--- src/rtl/dpa_params.svh ---
// Constants for the digital pattern alarm block: offsets, fields, resets
`ifndef DPA_PARAMS_SVH
`define DPA_PARAMS_SVH

`define DPA_NUM_CH        4
`define DPA_CH_W          2
`define DPA_ADDR_W        8

// Register offsets: channel fields at byte address 16 * channel + field offset; the last three are global
`define DPA_OFS_ALARM     8'h00
`define DPA_OFS_MASK      8'h04
`define DPA_OFS_CTRL      8'h08
`define DPA_OFS_CMD       8'h0C
`define DPA_OFS_IRQ_STAT  8'h40
`define DPA_OFS_IRQ_MASK  8'h44
`define DPA_OFS_FLAGS     8'h48

// Control register fields
`define DPA_CTRL_EN_BIT   0
`define DPA_CTRL_NEQ_BIT  1
`define DPA_CTRL_WID_LSB  2
`define DPA_CTRL_WID_MSB  3

// Width codes
`define DPA_WID_8         2'h0
`define DPA_WID_16        2'h1
`define DPA_WID_32        2'h2

// Command register codes
`define DPA_CMD_FACTORY   32'h0000_0001
`define DPA_CMD_PRESET    32'h0000_0002
`define DPA_CMD_CARD      32'h0000_0003

// Reset values
`define DPA_RST_WORD      32'h0000_0000
`define DPA_RST_CTRL      4'h0

`endif

--- src/rtl/dpa_pkg.sv ---
// Types shared by the digital pattern alarm block
package dpa_pkg;
  typedef enum logic [1:0] {
    DPA_W8  = 2'b00,
    DPA_W16 = 2'b01,
    DPA_W32 = 2'b10
  } dpa_width_t;
  typedef logic [31:0] dpa_word_t;
endpackage

--- src/rtl/dpa_cmp_if.sv ---
// Interface carrying one channel's settings and comparison result
`timescale 1ns/1ps
`default_nettype none
interface dpa_cmp_if;
  logic [31:0] alarm;
  logic [31:0] mask;
  logic        enable;
  logic        neq;
  logic [31:0] din;
  logic        alarm_flag;
  modport ctrl (output alarm, output mask, output enable, output neq, output din,
                input alarm_flag);
  modport cmp  (input alarm, input mask, input enable, input neq, input din,
                output alarm_flag);
endinterface
`default_nettype wire

--- src/rtl/dpa_channel_cmp.sv ---
// One channel's masked pattern comparator with a registered alarm flag
`timescale 1ns/1ps
`default_nettype none
`include "dpa_params.svh"
module dpa_channel_cmp (
  // Clock and reset
  input  wire logic i_clk,
  input  wire logic i_rst_n,
  // Channel settings and input
  dpa_cmp_if.cmp    cmp
);
  wire logic [31:0] diff_bits;
  wire logic        matched;
  wire logic        next_flag;

  assign diff_bits = (cmp.din ^ cmp.alarm) & cmp.mask;
  assign matched   = (diff_bits == 32'h0000_0000);
  assign next_flag = cmp.enable & (cmp.neq ? ~matched : matched);

  always_ff @(posedge i_clk) begin
    if (!i_rst_n) begin
      cmp.alarm_flag <= 1'b0;
    end else begin
      cmp.alarm_flag <= next_flag;
    end
  end

  flag_lag_a: assert property (@(posedge i_clk) disable iff (!i_rst_n)
    $past(next_flag) == cmp.alarm_flag)
    else $error("alarm flag does not follow its condition by one cycle");
  disabled_quiet_a: assert property (@(posedge i_clk) disable iff (!i_rst_n)
    !cmp.enable ##1 !cmp.enable |-> !cmp.alarm_flag)
    else $error("alarm raised on a disabled channel");
  masked_ignore_a: assert property (@(posedge i_clk) disable iff (!i_rst_n)
    (cmp.enable && !cmp.neq && ((cmp.din ^ cmp.alarm) & cmp.mask) == 32'h0000_0000)
    |=> cmp.alarm_flag)
    else $error("masked equal pattern missed");
  neq_mode_a: assert property (@(posedge i_clk) disable iff (!i_rst_n)
    (cmp.enable && cmp.neq && ((cmp.din ^ cmp.alarm) & cmp.mask) != 32'h0000_0000)
    |=> cmp.alarm_flag)
    else $error("differing pattern missed in not-equal mode");
  eq_alarm_c: cover property (@(posedge i_clk) disable iff (!i_rst_n)
    cmp.enable && !cmp.neq ##1 cmp.alarm_flag);
  neq_alarm_c: cover property (@(posedge i_clk) disable iff (!i_rst_n)
    cmp.enable && cmp.neq ##1 cmp.alarm_flag);
endmodule
`default_nettype wire

--- src/rtl/dpa_top.sv ---
// Digital pattern alarm: per-channel settings, register port and interrupt
//
// Contract
// - Each digital input channel keeps an alarm value sized to its 8/16/32 width.
// - Written alarm values keep only the low bits fitting the channel width.
// - Written masks are truncated to the channel width like the alarm value.
// - Only input bits whose mask bit is 1 take part in comparison.
// - Factory reset zeroes alarm value and mask and disables comparison everywhere.
// - Instrument preset or card reset leaves alarm, mask and enable unchanged.
// - Comparison works on every channel regardless of scan list membership.
// - Alarm readback returns the stored truncated value, unsigned.
// - Equal mode alarms on masked match; differs mode alarms on mismatch.
// - A channel is monitored and compared only while its enable is set.
`timescale 1ns/1ps
`default_nettype none
`include "dpa_params.svh"
module dpa_top (
  // Clock and reset
  input  wire logic                    i_clk,
  input  wire logic                    i_rst_n,
  // Register port
  input  wire logic [`DPA_ADDR_W-1:0]  i_addr,
  input  wire logic [31:0]             i_wdata,
  input  wire logic                    i_wr,
  input  wire logic                    i_rd,
  output logic      [31:0]             o_rdata,
  // Digital input channels
  input  wire logic [31:0]             i_digital_input_channel [`DPA_NUM_CH],
  // Alarm outputs
  output logic      [`DPA_NUM_CH-1:0]  o_alarm,
  output logic                         o_irq
);
  localparam int NCH = `DPA_NUM_CH;

  // ------------------------------------------------------------
  // Settings storage
  // ------------------------------------------------------------
  logic [31:0]     alarm_val [NCH];
  logic [31:0]     mask_val  [NCH];
  logic [3:0]      ctrl      [NCH];
  logic [NCH-1:0]  irq_stat;
  logic [NCH-1:0]  irq_mask;
  logic [NCH-1:0]  flag_q;

  // ------------------------------------------------------------
  // Address decode
  // ------------------------------------------------------------
  wire logic [3:0]            fld_ofs;
  wire logic [`DPA_CH_W-1:0]  ch_sel;
  wire logic                  ch_space;
  wire logic                  wr_alarm;
  wire logic                  wr_mask;
  wire logic                  wr_ctrl;
  wire logic                  wr_cmd;
  wire logic                  factory_cmd;
  wire logic                  rd_stat;
  wire logic [31:0]           width_keep;

  assign fld_ofs     = i_addr[3:0];
  assign ch_sel      = i_addr[`DPA_CH_W+3:4];
  assign ch_space    = (i_addr < `DPA_OFS_IRQ_STAT);
  assign wr_alarm    = i_wr & ch_space & (fld_ofs == `DPA_OFS_ALARM);
  assign wr_mask     = i_wr & ch_space & (fld_ofs == `DPA_OFS_MASK);
  assign wr_ctrl     = i_wr & ch_space & (fld_ofs == `DPA_OFS_CTRL);
  assign wr_cmd      = i_wr & ch_space & (fld_ofs == `DPA_OFS_CMD);
  // Command code is global: any channel's command slot reaches every channel
  assign factory_cmd = wr_cmd & (i_wdata == `DPA_CMD_FACTORY);
  assign rd_stat     = i_rd & (i_addr == `DPA_OFS_IRQ_STAT);

  // Width of the addressed channel, taken from its stored control field
  function automatic logic [31:0] width_mask(input logic [1:0] w);
    unique case (dpa_pkg::dpa_width_t'(w))
      dpa_pkg::DPA_W8:  width_mask = 32'h0000_00FF;
      dpa_pkg::DPA_W16: width_mask = 32'h0000_FFFF;
      default:          width_mask = 32'hFFFF_FFFF;
    endcase
  endfunction

  assign width_keep = width_mask(ctrl[ch_sel][`DPA_CTRL_WID_MSB:`DPA_CTRL_WID_LSB]);

  // ------------------------------------------------------------
  // Per-channel settings and comparators
  // ------------------------------------------------------------
  genvar g;
  generate
    for (g = 0; g < NCH; g++) begin : g_ch
      wire logic         sel;
      wire logic [31:0]  keep;
      dpa_cmp_if         link ();

      assign sel  = (ch_sel == `DPA_CH_W'(g));
      assign keep = width_mask(ctrl[g][`DPA_CTRL_WID_MSB:`DPA_CTRL_WID_LSB]);

      // Settings stay masked to the width so a later narrower width does not compare stored high bits
      assign link.alarm  = alarm_val[g] & keep;
      assign link.mask   = mask_val[g] & keep;
      assign link.enable = ctrl[g][`DPA_CTRL_EN_BIT];
      assign link.neq    = ctrl[g][`DPA_CTRL_NEQ_BIT];
      assign link.din    = i_digital_input_channel[g] & keep;
      assign flag_q[g]   = link.alarm_flag;

      always_ff @(posedge i_clk) begin
        if (!i_rst_n || factory_cmd) begin
          alarm_val[g] <= `DPA_RST_WORD;
          mask_val[g]  <= `DPA_RST_WORD;
          ctrl[g]      <= `DPA_RST_CTRL;
        end else begin
          // Preset and card reset fall through here and change nothing
          if (wr_alarm && sel) begin
            alarm_val[g] <= i_wdata & keep;
          end
          if (wr_mask && sel) begin
            mask_val[g] <= i_wdata & keep;
          end
          if (wr_ctrl && sel) begin
            ctrl[g] <= i_wdata[3:0];
          end
        end
      end

      dpa_channel_cmp u_cmp (
        .i_clk   (i_clk),
        .i_rst_n (i_rst_n),
        .cmp     (link)
      );
    end
  endgenerate

  // ------------------------------------------------------------
  // Interrupt status
  // ------------------------------------------------------------
  // A new alarm in the clearing read's cycle survives the clear
  wire logic [NCH-1:0] rise;
  wire logic [NCH-1:0] next_stat;
  logic      [NCH-1:0] flag_d;

  assign rise      = flag_q & ~flag_d;
  assign next_stat = (rd_stat ? '0 : irq_stat) | rise;

  always_ff @(posedge i_clk) begin
    if (!i_rst_n) begin
      flag_d   <= '0;
      irq_stat <= '0;
      irq_mask <= '0;
    end else begin
      flag_d   <= flag_q;
      irq_stat <= next_stat;
      if (i_wr && i_addr == `DPA_OFS_IRQ_MASK) begin
        irq_mask <= i_wdata[NCH-1:0];
      end
    end
  end

  assign o_alarm = flag_q;
  assign o_irq   = |(irq_stat & irq_mask);

  // ------------------------------------------------------------
  // Read path
  // ------------------------------------------------------------
  logic [31:0] rd_mux;
  always_comb begin
    rd_mux = 32'h0000_0000;
    if (ch_space) begin
      unique case (fld_ofs)
        `DPA_OFS_ALARM: rd_mux = alarm_val[ch_sel] & width_keep;
        `DPA_OFS_MASK:  rd_mux = mask_val[ch_sel] & width_keep;
        `DPA_OFS_CTRL:  rd_mux = {28'h000_0000, ctrl[ch_sel]};
        default:        rd_mux = 32'h0000_0000;
      endcase
    end else if (i_addr == `DPA_OFS_IRQ_STAT) begin
      rd_mux = {{(32-NCH){1'b0}}, irq_stat};
    end else if (i_addr == `DPA_OFS_IRQ_MASK) begin
      rd_mux = {{(32-NCH){1'b0}}, irq_mask};
    end else if (i_addr == `DPA_OFS_FLAGS) begin
      rd_mux = {{(32-NCH){1'b0}}, flag_q};
    end
  end

  always_ff @(posedge i_clk) begin
    if (!i_rst_n) begin
      o_rdata <= 32'h0000_0000;
    end else if (i_rd) begin
      o_rdata <= rd_mux;
    end
  end

  // ------------------------------------------------------------
  // Checks
  // ------------------------------------------------------------
  alarm_trunc_a: assert property (@(posedge i_clk) disable iff (!i_rst_n)
    (wr_alarm && !factory_cmd && ch_sel == 0 &&
     ctrl[0][`DPA_CTRL_WID_MSB:`DPA_CTRL_WID_LSB] == `DPA_WID_8)
    |=> alarm_val[0] == ($past(i_wdata) & 32'h0000_00FF))
    else $error("alarm value not cut to 8 bits");
  mask_trunc_a: assert property (@(posedge i_clk) disable iff (!i_rst_n)
    (wr_mask && ch_sel == 0 &&
     ctrl[0][`DPA_CTRL_WID_MSB:`DPA_CTRL_WID_LSB] == `DPA_WID_16)
    |=> mask_val[0] == ($past(i_wdata) & 32'h0000_FFFF))
    else $error("mask not cut to 16 bits");
  factory_clear_a: assert property (@(posedge i_clk) disable iff (!i_rst_n)
    factory_cmd |=> alarm_val[0] == 32'h0000_0000 && mask_val[0] == 32'h0000_0000
                    && !ctrl[0][`DPA_CTRL_EN_BIT])
    else $error("factory reset left settings behind");
  preset_keep_a: assert property (@(posedge i_clk) disable iff (!i_rst_n)
    (wr_cmd && i_wdata != `DPA_CMD_FACTORY) |=>
    ctrl[0] == $past(ctrl[0]) && alarm_val[0] == $past(alarm_val[0]))
    else $error("preset changed settings");
  readback_a: assert property (@(posedge i_clk) disable iff (!i_rst_n)
    (i_rd && ch_space && fld_ofs == `DPA_OFS_ALARM && !i_wr) |=>
    o_rdata == ($past(alarm_val[ch_sel]) & $past(width_keep)))
    else $error("alarm readback differs from stored value");
  irq_set_a: assert property (@(posedge i_clk) disable iff (!i_rst_n)
    $rose(o_alarm[0]) |=> irq_stat[0])
    else $error("alarm rise did not set its status bit");
  width_hold_a: assert property (@(posedge i_clk) disable iff (!i_rst_n)
    ctrl[0][`DPA_CTRL_WID_MSB:`DPA_CTRL_WID_LSB] == `DPA_WID_8 |->
    (g_ch[0].link.alarm & 32'hFFFF_FF00) == 32'h0000_0000)
    else $error("8-bit channel compares high bits");
  factory_c: cover property (@(posedge i_clk) disable iff (!i_rst_n) factory_cmd);
  irq_c: cover property (@(posedge i_clk) disable iff (!i_rst_n) o_irq ##1 rd_stat);
endmodule
`default_nettype wire

--- config.mk ---
export PLATFORM = sky130hd
export DESIGN_NAME = dpa_top
export DESIGN_NICKNAME = d
export VERILOG_FILES = /design/src/rtl/dpa_pkg.sv /design/src/rtl/dpa_cmp_if.sv /design/src/rtl/dpa_channel_cmp.sv /design/src/rtl/dpa_top.sv
export VERILOG_INCLUDE_DIRS = /design/src /design/src/rtl
export SDC_FILE = /design/constraint.sdc
export NUM_CORES = 1
export LEC_CHECK = 0
export ABC_AREA = 1
export BUFFER_PORTS_ARGS = -buffer_cell sky130_fd_sc_hd__buf_2
export CORE_MARGIN = 5
export CORE_UTILIZATION = 50
export CTS_CLUSTER_DIAMETER = 200
export DETAILED_ROUTE_END_ITERATION = 6
export PLACE_DENSITY = 0.7
export SYNTH_ARGS = -nofsm -noshare
export SYNTH_HDL_FRONTEND = slang
export SYNTH_SLANG_ARGS = --single-unit
--- constraint.sdc ---
create_clock -name i_clk -period 5.87 [get_ports i_clk]
set_input_delay 0.8805 -clock i_clk [delete_from_list [all_inputs] [get_ports i_clk]]
set_output_delay 0.8805 -clock i_clk [all_outputs]
set_load 0.005 [all_outputs]
==> After elaboration in Yosys (flattened, before gate mapping) <==
Memory sizes are Yosys's and may differ from the RTL's.
Cells that the tools add are included.
{ "totals": {"input_bits": 172, "output_inout_bits": 37, "ff_bits": 48, "ram_bits": 272, "wordCells": 176, "n_memories": 3} }
{ "classes": {"eq_ne": 15, "n_reduce_logical": 27, "mux": 65, "n_lt_le_gt_ge": 1, "n_bitwise": 57} }
{ "memory_table": {"columns": ["name", "words", "width", "rd", "rd_ports_with_merged_regs", "write_ports", "line_no", "rtl"], "rows": [
  ["alarm_val", 4, 32, 5, 0, 4, "dpa_top.sv:38", "logic [31:0] alarm_val [NCH];"],
  ["mask_val", 4, 32, 5, 0, 4, "dpa_top.sv:39", "logic [31:0] mask_val [NCH];"],
  ["ctrl", 4, 4, 5, 0, 4, "dpa_top.sv:40", "logic [3:0] ctrl [NCH];"]
]} }
{ "op_table": {"columns": ["cell", "n"], "rows": [
  ["32-bit bitwise AND", 22],
  ["32-bit case mux with 2 select lines", 5],
  ["32-bit 2-to-1 mux", 9],
  ["32-bit logical NOT", 4],
  ["32-bit XOR", 4],
  ["32-bit case mux with 3 select lines", 1],
  ["1-bit 2-to-1 mux", 42],
  ["32-bit by 1-bit equality test with 1-bit output (second input constant)", 1],
  ["4-bit 2-to-1 mux", 8],
  ["8-bit by 7-bit equality test with 1-bit output (second input constant)", 3],
  ["1-bit logical AND", 13],
  ["2-bit by 1-bit equality test with 1-bit output (second input constant)", 6],
  ["2-bit logical NOT", 6],
  ["1-bit bitwise OR", 12],
  ["1-bit bitwise AND", 11],
  ["4-bit bitwise AND", 2],
  ["4-bit equality test (second input constant)", 2],
  ["8-bit by 7-bit < comparator with 1-bit output (second input constant)", 1],
  ["2-bit equality test (second input constant)", 2],
  ["4-bit by 3-bit equality test with 1-bit output (second input constant)", 1],
  ["4-bit logical NOT", 1],
  ["1-bit NOT", 4],
  ["4-bit NOT", 1],
  ["4-bit bitwise OR", 1],
  ["other kinds (3)", 3]
]} }

==> Depth between registers and ports, before layout <==
An unclocked memory read counts as a cell.
{ "logic_depth": {"ltp_word": 10, "depth_mapped": 13, "depth_no_buf": 12} }

==> Hierarchy <==
Synthesis repeated with hierarchy kept, for this count alone.
{ "hier_totals": {"cells_unflattened": 2787, "area_unflattened_um2": 19401.1} }
{ "modules_own_cells": {"columns": ["module", "area_each_um2", "cells_per_inst", "n_inst", "seq_area_each_um2"], "rows": [
  ["dpa_top", 16228.1, 2023, 1, 9048.7],
  ["dpa_channel_cmp", 793.3, 191, 4, 20.0]
]} }

==> Worst setup path before layout <==
No wires, ideal clock.
{ "synth_path": {"kind": "input to register", "from": "input i_wdata[13]", "to": "memory alarm_val[0][0] (enable)", "setup_ns": 0.389, "t_arrival_ns": 2.667, "cell_stages": 8, "n_path_buf": 2, "path_slack_ns": 2.813, "required_time_ns": 5.481, "path_cell_list": "or2_1 > nor3_1 > and3_1 > nand3_2 > buf_6 > and2_4 > buf_6 > nand2_1"} }
{ "synth_lines": {"columns": ["item", "line_no", "rtl"], "rows": [
  ["from (decl)", "dpa_top.sv:23", "input wire logic [31:0] i_wdata,"],
  ["to (decl)", "dpa_top.sv:38", null]
]} }

==> reports/summary.txt <==
status: complete, no violations
vias post-DR: 16,421
Startpoint Class: input port
fraction of layout cells with a size suffix above 1: 13.1%
largest cells by area after synthesis: edfxtp_1, nand2_1, nor2_1
ANT nets after route: 0
critical hold path startpoint: flag_d[0]
library cell occupying the most area in the post-synthesis netlist: edfxtp_1
Internal Pwr Total: 4.13 mW
data arrival at the endpoint of the critical path: 3.73 ns
Worst IR Drop VDD: 0.187 mV
Max Cap Violations: 0
H-tree depth: 2
Yosys top cell area share: 46.0%
commonest non-fill, non-tap cells in the layout: nand2_1, nor2_1, inv_1
overflow left after global routing: 0
Pre-antenna DRT Iters: 6
CTS Sinks: 320
root buffer cell: clkbuf_16
Crit-path slowest cell: nand2_1
hold endpoint: irq_stat[0]
Total Neg Setup Slack: 0 ns
final setup violation count: 0
number of DRC markers in iteration 0: 1,941
number of global-route vias before repair: 15,668
Setup Buffers After CTS: 0
Die Y: 198 um
worst max-slew margin expressed relative to the limit: 31.1%
commonest non-fill, non-tap cell in the layout: nand2_1
worst path required time: 6.05 ns
count of unresolved DRC violations after routing: 0
worst hold path type: flip-flop to flip-flop
die boundary width: 198 um
Critical Path, Cell by Cell: buf_2, nor4_1, and3_1, nand3_2, and2_4, nand2_1, buf_4
final worst setup slack: 2.32 ns
number of flops mapped to enable cells by yosys: 272
number of library cell types mapped by synthesis: 37
buffers added on ports: 208
average wire per standard cell: 20.8 um
Sw Pwr: 1.36 mW
number of cell instances on the worst register-to-register path: 7
final estimated routing congestion in global placement: 0.961
type of the worst setup path: input port to flip-flop
floorplan die area: 0.0393 mm2
average instance area after synthesis: 7.86 um2
number of pins with negative max-slew slack in the final report: 0
antenna violations before repair: 5
worst slack at placement: 1.84 ns
first-pass GRT wire length: 89.2 mm
initial core utilization: 50.2%
number of resized instances in the post-cts repair step: 0
wire length after detailed routing: 60.3 mm
most frequently used flop master after synthesis: edfxtp_1
Clock Tree Buf Depth: 3
Final Skew: 0.0155 ns
post-synthesis cell count: 2,258
Tmin final: 3.55 ns
part of the power in registers: 47.0%
net count after synthesis: 2,430
largest net degree at the start of global routing: 66
Critical Path Fanout Max: 17
Synth-to-Final Area Change: 13.7%
Power Dens Cells: 272 mW/mm2
number of warning messages in the yosys log: 0
Clk pwr share: 43.1%
clock-pin slew on the worst setup and hold paths: 0.06 ns
HPWL after DPL: 42.9 mm
leakage power of the design: 9.30 nW
Worst Hold Path Cells: 1
sequential element share of the synthesized area: 51.5%
worst r2r dst: o_rdata[16]
post-route fraction of the period consumed by the critical path: 60.4%
slack of the worst reg-to-reg path: 2.97 ns
fraction of the core area covered by cells at the end of the flow: 57.1%
final hold violations: 0
CTS Hold Bufs: 0
num ports: 209
unrepaired setup endpoints after global routing: no
r2r startpoint: ctrl[0][3]
GRT Total Usage: 29.9%
maximum cell stage delay along the critical path: 0.62 ns
Clock Latency Late Sink: 0.52 ns
total number of nets in the final design: 2,590
final cell area excluding filler cells: 0.0202 mm2
placed standard-cell area: 0.0189 mm2
Via-to-Cell Ratio: 5.65
number of flip-flops and latches in the synthesized netlist: 320
Worst-Margin Slew: 1.03 ns
combined area of all synthesized cells: 0.0177 mm2
Fmax achieved: 0.282 GHz
combinational cell fraction of total power: 10.0%
Site Rows: 69
TritonCTS clock tree: built
proportion of total power due to net switching: 24.8%
share of synthesized registers carrying an async set or reset: 0%
Inserted Clock Buffers: 36
type of destination of the critical path: flip-flop
Std-Cell Core Area: 0.0353 mm2
==> worst max-delay path, delay by kind of cell <==
family	cells	cell delay, ns
buffers and inverters	2	0.59
AND/OR/NAND/NOR	5	2.25
==> cell type report <==
type	instances	area [um2]
antenna	2	5.00
clock buffer	50	1020
clock inverter	14	200
fill	3180	15100
inverter	297	1110
multi-input combinational	1535	6920
sequential	320	9130
tap	461	577
timing repair buffer	228	1200
==> routing by layer <==
metal	vias up	routed length (um)	GRT usage, %
met5	-	45	0
met4	8	2310	10.9
met3	158	7430	6.04
met2	983	27600	48.1
met1	7651	22900	40.4
li1	7621	-	-
==> power by group through the flow <==
stage	Combinational [mW]	Clock, mW	Sequential, mW
3_5_place_dp	0.530	0	2.62
5_1_grt	0.590	2.46	2.58
4_1_cts	0.533	2.36	2.58
6_report	0.547	2.36	2.58
2_1_floorplan	0.306	0	2.61
3_3_place_gp	0.520	0	2.62
==> through the flow <==
stage / total power [mW] / cells / hold slack, ns
after CTS: 5.47 / 2905 / 0.424
after detailed placement: 3.15 / 2841 / 0.422
after global routing: 5.64 / 2906 / 0.445
after floorplan: 2.91 / 2258 / 0.399
after global placement: 3.14 / 2841 / 0.404
final: 5.49 / 2907 / 0.423
==> state kept, by name, summed over array words and instances (netlist names) <==
register and count:
g_ch.u_cmp.cmp.alarm_flag 4, alarm_val 128, mask_val 128, flag_d 4, irq_stat 4, ctrl 16
o_rdata 32, irq_mask 4
==> cells by family after synthesis <==
| kind of cell | after synthesis | synth area share (%) |
|---|---|---|
| AND/OR/NAND/NOR | 1334 | 32.1 |
| multiplexers | 7 | 0.395 |
| flip-flops | 320 | 51.5 |
| buffers and inverters | 403 | 9.61 |
| AO/OA/AOI/OAI | 194 | 6.40 |
==> synth_stat cells, types with 6 or more instances <==
library cell	number
nand2_1	656
nor2_1	379
inv_1	290
edfxtp_1	272
nand3_1	184
o22ai_1	67
nand3b_1	60
a21oi_1	53
dfxtp_1	48
o21ai_0	48
clkbuf_1	32
buf_2	31
buf_1	16
nand4_1	15
buf_6	14
buf_4	13
or2_2	12
o2111ai_1	10
a22oi_1	9
mux2i_1	7
nor2_4	6
==> how the worst max path moves through the flow <==
stage | start | endpoint | slack [ns] | cells past startpoint
floorplan | i_wdata[13] | alarm_val[0][0] | 2.81 | 8
global placement | i_wdata[21] | alarm_val[0][10] | 1.90 | 7
detailed placement | i_wdata[21] | mask_val[1][5] | 1.84 | 7
CTS | i_wdata[21] | mask_val[1][0] | 2.37 | 7
global route | i_wdata[21] | alarm_val[1][9] | 2.21 | 7
finish | i_wdata[21] | mask_val[1][0] | 2.32 | 7
Power figures use the tool's default switching activity.
